File: config.mk
export PLATFORM = sky130hd
export DESIGN_NAME = tape_channel_control_port
export DESIGN_NICKNAME = d
export VERILOG_FILES = /design/src/inc/tape_ctl_pkg.sv /design/src/rtl/addr_field.sv /design/src/rtl/strobe_pulse.sv /design/src/rtl/tape_channel_control_port.sv
export SDC_FILE = /design/constraint.sdc
export NUM_CORES = 1
export LEC_CHECK = 0
export BUFFER_PORTS_ARGS = -buffer_cell sky130_fd_sc_hd__buf_2
export CAP_MARGIN = 0
export CORE_MARGIN = 2
export CORE_UTILIZATION = 30
export CTS_CLUSTER_DIAMETER = 30
export DETAILED_ROUTE_END_ITERATION = 8
export REMOVE_ABC_BUFFERS = 1
export SLEW_MARGIN = 20
export SYNTH_ARGS = -nofsm -noshare
export SYNTH_HDL_FRONTEND = slang
export SYNTH_SLANG_ARGS = --single-unit
File: constraint.sdc
create_clock -name clk -period 5.75 [get_ports clk]
set_input_delay 0.575 -clock clk [delete_from_list [all_inputs] [get_ports clk]]
set_output_delay 0.575 -clock clk [all_outputs]
set_load 0.1 [all_outputs]
File: src/inc/tape_ctl_pkg.sv
// Constants and types for the tape channel control port.
package tape_ctl_pkg;

  // ****************************************************************
  // Channel bit positions (channel bit 0 is the MSB of the word)
  // ****************************************************************
  localparam int W = 16;
  // Vector index of channel bit n is 15 - n.
  localparam int CH_BIT0 = 15;
  localparam int STB_START = 15;   // Channel bit 0.
  localparam int STB_TERM = 14;    // Channel bit 1.
  localparam int STB_IFUNC = 13;   // Channel bit 2.
  localparam int STB_CLEAR = 12;   // Channel bit 3.
  localparam int STB_CTRL = 11;    // Channel bit 4.
  localparam int STB_TABLE = 10;   // Channel bit 5.
  localparam int STB_CURADDR = 9;  // Channel bit 6.
  localparam int CODE_LSB = 0;     // Channel bits C..F.
  localparam int CODE_W = 4;
  localparam logic [3:0] CONNECT_CODE_0 = 4'hc;
  localparam logic [3:0] CONNECT_CODE_1 = 4'hd;

  // ****************************************************************
  // Control word fields
  // ****************************************************************
  localparam int ADDR_W = 15;
  localparam int PAGE_OFS_W = 11;
  localparam int PAGE_W = 4;
  localparam int TBL_HI_W = 7;
  localparam int TBL_HI_LSB = 8;   // Channel bits 7..1 are vector bits 14..8.
  localparam int CTRL_CODE_W = 12;
  localparam int CONNECT_FLAG = 13; // Channel bit 2.
  localparam int IF_W = 7;
  localparam int IF_CODED = 0;
  localparam int IF_WRITE = 1;
  localparam int IF_ODD_EVEN = 3;
  localparam int IF_NO_MEM = 4;
  localparam int IF_HALT_ERR = 5;
  localparam int IF_REVERSE = 6;

  // ****************************************************************
  // Reset values
  // ****************************************************************
  localparam logic [14:0] ADDR_RESET = 15'h0000;
  localparam logic [6:0] IF_RESET = 7'h00;
  localparam logic [15:0] WORD_RESET = 16'h0000;

  typedef enum logic [2:0] {
    STB_IDLE = 3'h1,
    STB_HELD = 3'h2,
    STB_FIRE = 3'h4
  } strobe_state_t;

endpackage

File: src/rtl/addr_field.sv
// Ones complement address latch used for the address control words.
`timescale 1ns/100ps
module addr_field #(
  parameter int WIDTH = 15
) (
  // Clock and reset
  input wire logic clk,
  input wire logic sys_rst,
  input wire logic clr,
  // Load strobe and complemented data
  input wire logic load,
  input wire logic [WIDTH-1:0] data_n,
  // True-form value
  output logic [WIDTH-1:0] value
);
  logic [WIDTH-1:0] value_q;

  // The processor sends addresses inverted; storing true form keeps users simple.
  always_ff @(posedge clk or posedge sys_rst) begin
    if (sys_rst) begin
      value_q <= '0;
    end else if (clr) begin
      value_q <= '0;
    end else if (load) begin
      value_q <= ~data_n;
    end
  end

  assign value = value_q;
endmodule

File: src/rtl/strobe_pulse.sv
// Set-then-clear detector for one strobe bit of the strobe channel.
`timescale 1ns/100ps
module strobe_pulse (
  // Clock and reset
  input wire logic clk,
  input wire logic sys_rst,
  input wire logic clr,
  // Strobe level and qualifier
  input wire logic level,
  input wire logic linked,
  // One-cycle pulse on the falling edge of the strobe
  output logic fire
);
  tape_ctl_pkg::strobe_state_t state_q;
  tape_ctl_pkg::strobe_state_t state_d;

  // A strobe only counts when it is both raised and dropped while linked.
  always_comb begin
    state_d = state_q;
    case (state_q)
      tape_ctl_pkg::STB_IDLE: begin
        if (linked && level) begin
          state_d = tape_ctl_pkg::STB_HELD;
        end
      end
      tape_ctl_pkg::STB_HELD: begin
        if (!linked) begin
          state_d = tape_ctl_pkg::STB_IDLE;
        end else if (!level) begin
          state_d = tape_ctl_pkg::STB_FIRE;
        end
      end
      tape_ctl_pkg::STB_FIRE: begin
        state_d = tape_ctl_pkg::STB_IDLE;
      end
      default: begin
        state_d = tape_ctl_pkg::STB_IDLE;
      end
    endcase
  end

  always_ff @(posedge clk or posedge sys_rst) begin
    if (sys_rst) begin
      state_q <= tape_ctl_pkg::STB_IDLE;
    end else if (clr) begin
      state_q <= tape_ctl_pkg::STB_IDLE;
    end else begin
      state_q <= state_d;
    end
  end

  assign fire = (state_q == tape_ctl_pkg::STB_FIRE);
endmodule

File: src/rtl/tape_channel_control_port.sv
// Control port of the tape channel adapter: output channels 5 and 6, input channel 5.
`timescale 1ns/100ps
// Summary of operation
// - Channel 5 words latched only by class strobe.
// - Compare flag stops writes at terminating address.
// - Terminating word bits F..5 give page offset.
// - Bits 4..1 give next page number.
// - Terminating address sent complemented, device inverts.
// - Starting address complemented, first transfer location.
// - Table bits 7..1 form upper table address.
// - Function bit 0 set selects table conversion.
// - Function bit 0 clear selects binary mode.
// - Function bit 1 selects read or write.
// - Function bit 3 selects every other bank.
// - Function bit 4 suppresses memory, address advances.
// - Function bit 5 stops transfer on parity error.
// - Function bit 6 reverses read storage order.
// - Function settings hold until reloaded or cleared.
// - Strobe bits 0,1,2,5 pulse load words.
// - Strobe bit 4 pulse sends controller code.
// - Strobe bit 3 performs program clear.
// - Strobe bit 6 selects current address status.
// - Connect code C/D links this adapter only.
// - Connecting selects default status automatically.
module tape_channel_control_port (
  // Clock and reset
  input wire logic clk,
  input wire logic sys_rst,
  // Adapter number strap: 0 answers code C, 1 answers code D
  input wire logic adapter_sel,
  // Output channels from the station control processor
  input wire logic [15:0] ctl_word,
  input wire logic [15:0] strobe_word,
  // Input channel 5 toward the processor
  output logic [15:0] status_word,
  output logic linked,
  // Datapath status feeding input channel 5
  input wire logic [14:0] current_addr,
  input wire logic [15:0] default_status,
  // Transfer datapath controls
  output logic [14:0] start_addr,
  output logic [10:0] term_offset,
  output logic [3:0] next_page,
  output logic compare_on_write,
  output logic [14:0] table_addr,
  output logic xlate_en,
  output logic write_op,
  output logic binary_mode,
  output logic odd_even_banks,
  output logic mem_inhibit,
  output logic halt_on_error,
  output logic read_reverse,
  output logic reverse_assembly,
  output logic start_pulse,
  output logic program_clear,
  // Peripheral controller code port
  output logic [11:0] ctrl_code,
  output logic ctrl_is_connect,
  output logic ctrl_send
);

  // ****************************************************************
  // Connect decode and program clear
  // ****************************************************************
  wire [3:0] code_in = strobe_word[tape_ctl_pkg::CODE_LSB +: tape_ctl_pkg::CODE_W];
  wire [3:0] own_code = adapter_sel ? tape_ctl_pkg::CONNECT_CODE_1 : tape_ctl_pkg::CONNECT_CODE_0;
  wire link_w = (code_in == own_code);
  wire clear_w = link_w && strobe_word[tape_ctl_pkg::STB_CLEAR];

  logic [14:0] term_addr;
  logic cmp_q;
  logic [6:0] ifunc_q;
  logic [6:0] tbl_hi;
  logic [11:0] code_q;
  logic conn_q;
  logic send_q;
  logic start_q;
  logic [15:0] status_q;
  logic fire_start;
  logic fire_term;
  logic fire_ifunc;
  logic fire_ctrl;
  logic fire_table;

  // ****************************************************************
  // Strobe detectors
  // ****************************************************************
  strobe_pulse u_stb_start (
    .clk(clk), .sys_rst(sys_rst), .clr(clear_w),
    .level(strobe_word[tape_ctl_pkg::STB_START]), .linked(link_w), .fire(fire_start)
  );
  strobe_pulse u_stb_term (
    .clk(clk), .sys_rst(sys_rst), .clr(clear_w),
    .level(strobe_word[tape_ctl_pkg::STB_TERM]), .linked(link_w), .fire(fire_term)
  );
  strobe_pulse u_stb_ifunc (
    .clk(clk), .sys_rst(sys_rst), .clr(clear_w),
    .level(strobe_word[tape_ctl_pkg::STB_IFUNC]), .linked(link_w), .fire(fire_ifunc)
  );
  strobe_pulse u_stb_ctrl (
    .clk(clk), .sys_rst(sys_rst), .clr(clear_w),
    .level(strobe_word[tape_ctl_pkg::STB_CTRL]), .linked(link_w), .fire(fire_ctrl)
  );
  strobe_pulse u_stb_table (
    .clk(clk), .sys_rst(sys_rst), .clr(clear_w),
    .level(strobe_word[tape_ctl_pkg::STB_TABLE]), .linked(link_w), .fire(fire_table)
  );

  // ****************************************************************
  // Address latches
  // ****************************************************************
  // Starting address occupies channel bits 1..F.
  addr_field #(.WIDTH(15)) u_start (
    .clk(clk), .sys_rst(sys_rst), .clr(clear_w), .load(fire_start),
    .data_n(ctl_word[14:0]), .value(start_addr)
  );
  addr_field #(.WIDTH(15)) u_term (
    .clk(clk), .sys_rst(sys_rst), .clr(clear_w), .load(fire_term),
    .data_n(ctl_word[14:0]), .value(term_addr)
  );
  addr_field #(.WIDTH(7)) u_table (
    .clk(clk), .sys_rst(sys_rst), .clr(clear_w), .load(fire_table),
    .data_n(ctl_word[tape_ctl_pkg::TBL_HI_LSB +: tape_ctl_pkg::TBL_HI_W]), .value(tbl_hi)
  );

  assign term_offset = term_addr[10:0];
  assign next_page = term_addr[14:11];
  assign table_addr = {tbl_hi, 8'h00};

  // ****************************************************************
  // Compare flag, internal functions, controller code
  // ****************************************************************
  // The compare flag is a control bit and is taken in true form.
  always_ff @(posedge clk or posedge sys_rst) begin
    if (sys_rst) begin
      cmp_q <= 1'b0;
    end else if (clear_w) begin
      cmp_q <= 1'b0;
    end else if (fire_term) begin
      cmp_q <= ctl_word[tape_ctl_pkg::CH_BIT0];
    end
  end

  // Function bit n sits on channel bit n, vector bit 15-n.
  wire [6:0] ifunc_w = {ctl_word[9], ctl_word[10], ctl_word[11], ctl_word[12],
                        ctl_word[13], ctl_word[14], ctl_word[15]};

  always_ff @(posedge clk or posedge sys_rst) begin
    if (sys_rst) begin
      ifunc_q <= tape_ctl_pkg::IF_RESET;
      start_q <= 1'b0;
    end else if (clear_w) begin
      ifunc_q <= tape_ctl_pkg::IF_RESET;
      start_q <= 1'b0;
    end else begin
      if (fire_ifunc) begin
        ifunc_q <= ifunc_w;
      end
      start_q <= fire_ifunc;
    end
  end

  always_ff @(posedge clk or posedge sys_rst) begin
    if (sys_rst) begin
      code_q <= 12'h000;
      conn_q <= 1'b0;
      send_q <= 1'b0;
    end else if (clear_w) begin
      code_q <= 12'h000;
      conn_q <= 1'b0;
      send_q <= 1'b0;
    end else begin
      if (fire_ctrl) begin
        code_q <= ctl_word[11:0];
        conn_q <= ctl_word[tape_ctl_pkg::CONNECT_FLAG];
      end
      send_q <= fire_ctrl;
    end
  end

  wire coded_w = ifunc_q[tape_ctl_pkg::IF_CODED];
  wire write_w = ifunc_q[tape_ctl_pkg::IF_WRITE];
  assign xlate_en = coded_w;
  assign binary_mode = !coded_w;
  assign write_op = write_w;
  assign odd_even_banks = ifunc_q[tape_ctl_pkg::IF_ODD_EVEN];
  assign mem_inhibit = ifunc_q[tape_ctl_pkg::IF_NO_MEM];
  assign halt_on_error = ifunc_q[tape_ctl_pkg::IF_HALT_ERR];
  assign read_reverse = ifunc_q[tape_ctl_pkg::IF_REVERSE] && !write_w;
  assign reverse_assembly = read_reverse && !coded_w;
  assign compare_on_write = cmp_q && write_w;
  assign start_pulse = start_q;
  assign ctrl_code = code_q;
  assign ctrl_is_connect = conn_q;
  assign ctrl_send = send_q;
  assign program_clear = clear_w;
  assign linked = link_w;

  // ****************************************************************
  // Input channel 5
  // ****************************************************************
  // Select is a level: a freshly connected processor with bit 6 clear sees
  // default status, so no separate select state is needed.
  wire cur_sel = link_w && strobe_word[tape_ctl_pkg::STB_CURADDR];
  wire [15:0] status_w = !link_w ? tape_ctl_pkg::WORD_RESET :
                         cur_sel ? {1'b0, current_addr} : default_status;

  always_ff @(posedge clk or posedge sys_rst) begin
    if (sys_rst) begin
      status_q <= tape_ctl_pkg::WORD_RESET;
    end else begin
      status_q <= status_w;
    end
  end
  assign status_word = status_q;

  // ****************************************************************
  // Checks
  // ****************************************************************
  // Function word rebuilt from the channel bit order, independent of ifunc_w.
  logic [6:0] fn_chk;
  always_comb begin
    for (int n = 0; n < tape_ctl_pkg::IF_W; n++) begin
      fn_chk[n] = ctl_word[tape_ctl_pkg::CH_BIT0 - n];
    end
  end
endmodule

Word-level counts from Yosys, hierarchy flattened
Cells that the tools add are included.

operators by class
  equal/unequal tests = 26
  mux-type cells = 44
  bitwise gates (word level) = 2
  reductions and logical operators = 22

operators with widths
  operator            count
  $mux 15             4
  $mux 3              20
  $mux 16             2
  $pmux 3 s2          5
  $mux 7              4
  $mux 12             2
  $ne 4x4->1 const B  5
  $eq 3x1->1 const B  5
  $eq 3x2->1 const B  5
  $eq 3x3->1 const B  5
  $ne 3x2->1 const B  5
  $not 15->15         1
  $logic_and 1x1->1   10
  $reduce_and 2->1    5
  $reduce_bool 2->1   5
  $mux 1              7
  $not 7->7           1
  $eq 4x4->1          1
  $logic_not 1->1     2

storage, ports and cells
  register bits after elaboration = 91
  input bits = 66
  output and inout bits = 87

Longest topological paths before layout
  depth in word-level cells = 6
  gate-level depth with buffers = 5

By module
Synthesis repeated with hierarchy kept, for this count alone.

second synthesis, totals
  cell total of the unflattened synthesis = 339
  area total of the unflattened synthesis = 3968.8 um^2

modules (own cells, without submodules)
  module                     instances  cells an instance  area an instance (um^2)
  tape_channel_control_port  1          142                1717.9
  addr_field (u_start ...)   2          56                 620.6
  strobe_pulse               5          12                 145.1
  addr_field (u_table)       1          25                 284.0

Worst setup path after synthesis
Ideal clock, no wire load.

  path kind = register to output
  start point = register ifunc_q[1]
  end point = output reverse_assembly
  arrival = 3167 ps
  required time = 5175 ps
  setup slack = 2008 ps
  cell stages (with the launch flop) = 3
  cell sequence = dfrtp_1 -> nor2b_1 -> and2_1

between the ends
  cells in the longest elaborated chain, start to end = 3

RTL lines
  item                      RTL line                          RTL
  start: declaration        tape_channel_control_port.sv:72   logic [6:0] ifunc_q;
  start signal: assignment  tape_channel_control_port.sv:150  ifunc_q <= tape_ctl_pkg::IF_RESET;
  start signal: assignment  tape_channel_control_port.sv:153  ifunc_q <= tape_ctl_pkg::IF_RESET;
  start signal: assignment  tape_channel_control_port.sv:157  ifunc_q <= ifunc_w;
  $logic_not 1->1           tape_channel_control_port.sv:189  assign read_reverse = ifunc_q[tape_ctl_pkg::IF_REVERSE] && !write_w;
  $logic_and 1x1->1         tape_channel_control_port.sv:189
  via read_reverse          tape_channel_control_port.sv:52   output logic read_reverse,
  $logic_and 1x1->1         tape_channel_control_port.sv:190  assign reverse_assembly = read_reverse && !coded_w;
  end: declaration          tape_channel_control_port.sv:53   output logic reverse_assembly,

The timed path passes the listed nets, and every way through them passes these cells.

Worst setup path in the final report
  start point = input strobe_word[1]
  end point = output program_clear

between the ends
  cells in the longest elaborated chain, start to end = 2

RTL lines
  item                RTL line                         RTL
  start: declaration  tape_channel_control_port.sv:33  input wire logic [15:0] strobe_word,
  $eq 4x4->1          tape_channel_control_port.sv:67  wire link_w = (code_in == own_code);
  $logic_and 1x1->1   tape_channel_control_port.sv:68  wire clear_w = link_w && strobe_word[tape_ctl_pkg::STB_CLEAR];
  end: declaration    tape_channel_control_port.sv:55  output logic program_clear,

No other way between the ends.

==> out/metrics.cfg <==
[critical_path]
cp-startpoint = strobe_word[1]
reg2reg_depth = 3
rr_startpoint = u_stb_ctrl.state_q[2]
cp.arrival_ns = 2.17
end_kind = primary output
critPathRequiredTime_ns = 5.18
rrSetupSlack_ns = 3.89
crit_type = in2out
path_max_fanout = 60
r2r_end = ctrl_is_connect
start_kind = input port
endpoint = program_clear

[cts]
numCtsBuffers = 9
cts.sinks = 90
cts_setup_buffers = 0
htree_num_levels = 3
ctsResizeCount = 0
cts-root-buf = clkbuf_16
cts_tree = done
insertion_delay_ns = 0.34
cts_hold_buf = 0
cts.path.max_buffers = 2
cts.clk_slew.worst_paths_ns = 0.06

[outcome]
status = complete, no violations

[synth]
synthFlopType = dfrtp_1
yosysTopAreaCell = dfrtp_1
synthArstFlopShare_pct = 100
yosysWarnings = 0
syn-mean-instance-area_sq_um = 11.8
synth_edf_count = 0
synth-seq-cells = 90
synthMostInstantiatedCell = dfrtp_1
seq_area_frac_synth_pct = 57.6
synth_top_area_share_pct = 54.2
yosys-top-cells-count = 85 x dfrtp_1, 63 x nor2_1, 49 x mux2i_1
synthCells = 333
ys_top_cells_by_area = dfrtp_1 54%, mux2i_1 13%, nor2_1 6.0%
syn-cell-area_sq_um = 3920
yosysUniqueCellTypes = 30

[sta]
drv_slew = 0
worst_slew_pin_slew_ns = 1.10
max_slew_margin_pct = 26.4
finalHoldViolations = 0
fin_skew_ns = 0.00671
grt_setup_unrepaired = false
fmax_ghz = 0.365
min_period_ns = 2.74
setup_viol = 0
finalSetupTns_ns = 0
finalCritPeriodShare_pct = 47.7

[drt]
num_vias = 2805
wirelength_microns = 9150
post_drt_via_cell_ratio = 4.37
drt_iter0_drc = 112
drc = 0
routedWlPerCell_microns = 14.3
ant_nets = 0
firstDrtPassIters = 4

[finish]
diodes = 0
nets = 531
multiInputGateArea_sq_um = 1480
regArea_sq_um = 2260
drive_gt1_share_pct = 38.5
n_fill_cell = 1276
syn2layout_area_growth_pct = 27.7
utilization_pct = 39.5

[power_and_ir_drop]
power_density_nw_per_um2 = 366
p_leak_nw = 2.65
vdd_drop_max_mv = 0.143

[flow_run]
maxCapViolations = 0

[global_routing]
grtUsageTotal_pct = 13.6
antenna_found_initial = 0
grt_pass1_vias = 2824
grt_pass1_wl_microns = 14900
grt_max_degree = 83
overflow = 0

[floorplan]
pin_count = 153
row_count = 41
die-area_sq_um = 14000
core-area_sq_um = 12700
initial_utilization_pct = 31.0
die_y_microns = 118
die-width_microns = 118

[place]
gp_routability_congestion = 0.719
post-dp-hpwl_microns = 6320
portBuffers = 139

[worst_hold_path]
hp-class = in2async

-- placed cells by master (no fill, tap or decap), drive strengths merged --
cell type	Yosys	final
xnor2	1	1
nor2b	3	3
dfrtp	85	85
inv	10	10
a21oi	9	9
clkinv	0	2
nand2b	13	13
or2	1	1
or3	1	1
nor3b	6	6
xor2	5	5
nand2	14	14
clkbuf	7	12
a211oi	14	14
dfstp	5	5
nor2	63	63
nor4b	1	1
nand3b	6	6
clkinvlp	0	2
buf	21	142
nor3	4	4
nor4	5	5
and2	2	2
conb	1	8
or3b	2	2
a211o	5	5
mux2i	49	49
-- routing by layer --
metal  part of all wire [%]  track usage [%]  vias to the layer above
li1                       -                -                     1361
met4                    1.2             4.29                        0
met2                     47             21.0                      100
met1                     45             17.7                     1336
met5                      0                0                        -
met3                    7.0             4.92                        8
-- worst max-delay path, stage by stage --
cell and delay [ns]:
buf_2 0.09, nand3b_1 0.21, nor3b_4 0.18, buf_4 0.53, buf_2 0.54
-- final cells by class --
type	count	area share [%]
inverter	10	0.799
sequential	90	45.1
tap	172	4.30
multi-input combinational	212	29.6
clock inverter	4	0.500
timing repair buffer	142	14.4
clock buffer	12	5.32
-- cell families (layout without fill, tap and decap cells) --
kind of cell	Yosys count	after routing	synth area share [%]
other cells	1	8	0.0956
xor+xnor	6	6	1.34
simple gates	121	121	17.7
mux	49	49	12.5
buf+inv	38	168	5.74
compound gates	28	28	5.10
flops	90	90	57.6
-- power breakdown --
part	switching, W	total [W]	internal, W
combinational	0.000468	0.000553	0.0000854
clock	0.000243	0.000569	0.000327
sequential	0.0000275	0.000712	0.000684
total	0.000738	0.00183	0.00110
-- worst min-delay path by stage --
| stage | start | end | slack (ns) | cells after the start |
|---|---|---|---|---|
| 2_1_floorplan | ifunc_q[6] | ifunc_q[6] | 0.48 | 2 |
| 4_1_cts | sys_rst | ifunc_q[6] | 0.11 | 2 |
| 5_1_grt | sys_rst | start_pulse | 0.11 | 2 |
| 3_3_place_gp | sys_rst | start_pulse | 0.47 | 2 |
| 6_report | sys_rst | ifunc_q[6] | 0.12 | 2 |
| 3_5_place_dp | sys_rst | ifunc_q[6] | 0.47 | 2 |
-- per-stage QoR --
stage	instance area [sq um]	power, W	hold slack [ns]	setup WS [ns]	std cells
6_report	5010	0.00183	0.120	3.01	642
5_1_grt	5010	0.00192	0.113	2.90	642
4_1_cts	5010	0.00186	0.105	2.99	642
3_5_place_dp	4710	0.00128	0.473	2.99	626
3_3_place_gp	4710	0.00128	0.468	2.99	626
2_1_floorplan	3760	0.00118	0.478	1.58	312
-- flip-flops by register name, indices dropped and copies added, names as in the netlist, 3 cells and up --
name	count
u_start.value	15
u_term.value	15
u_stb_table.state_q	3
ctrl_code	12
status_word	16
u_stb_start.state_q	3
u_stb_term.state_q	3
u_stb_ctrl.state_q	3
ifunc_q	6
u_table.value	7
u_stb_ifunc.state_q	3
No activity file was read; power rests on OpenSTA's default activity.
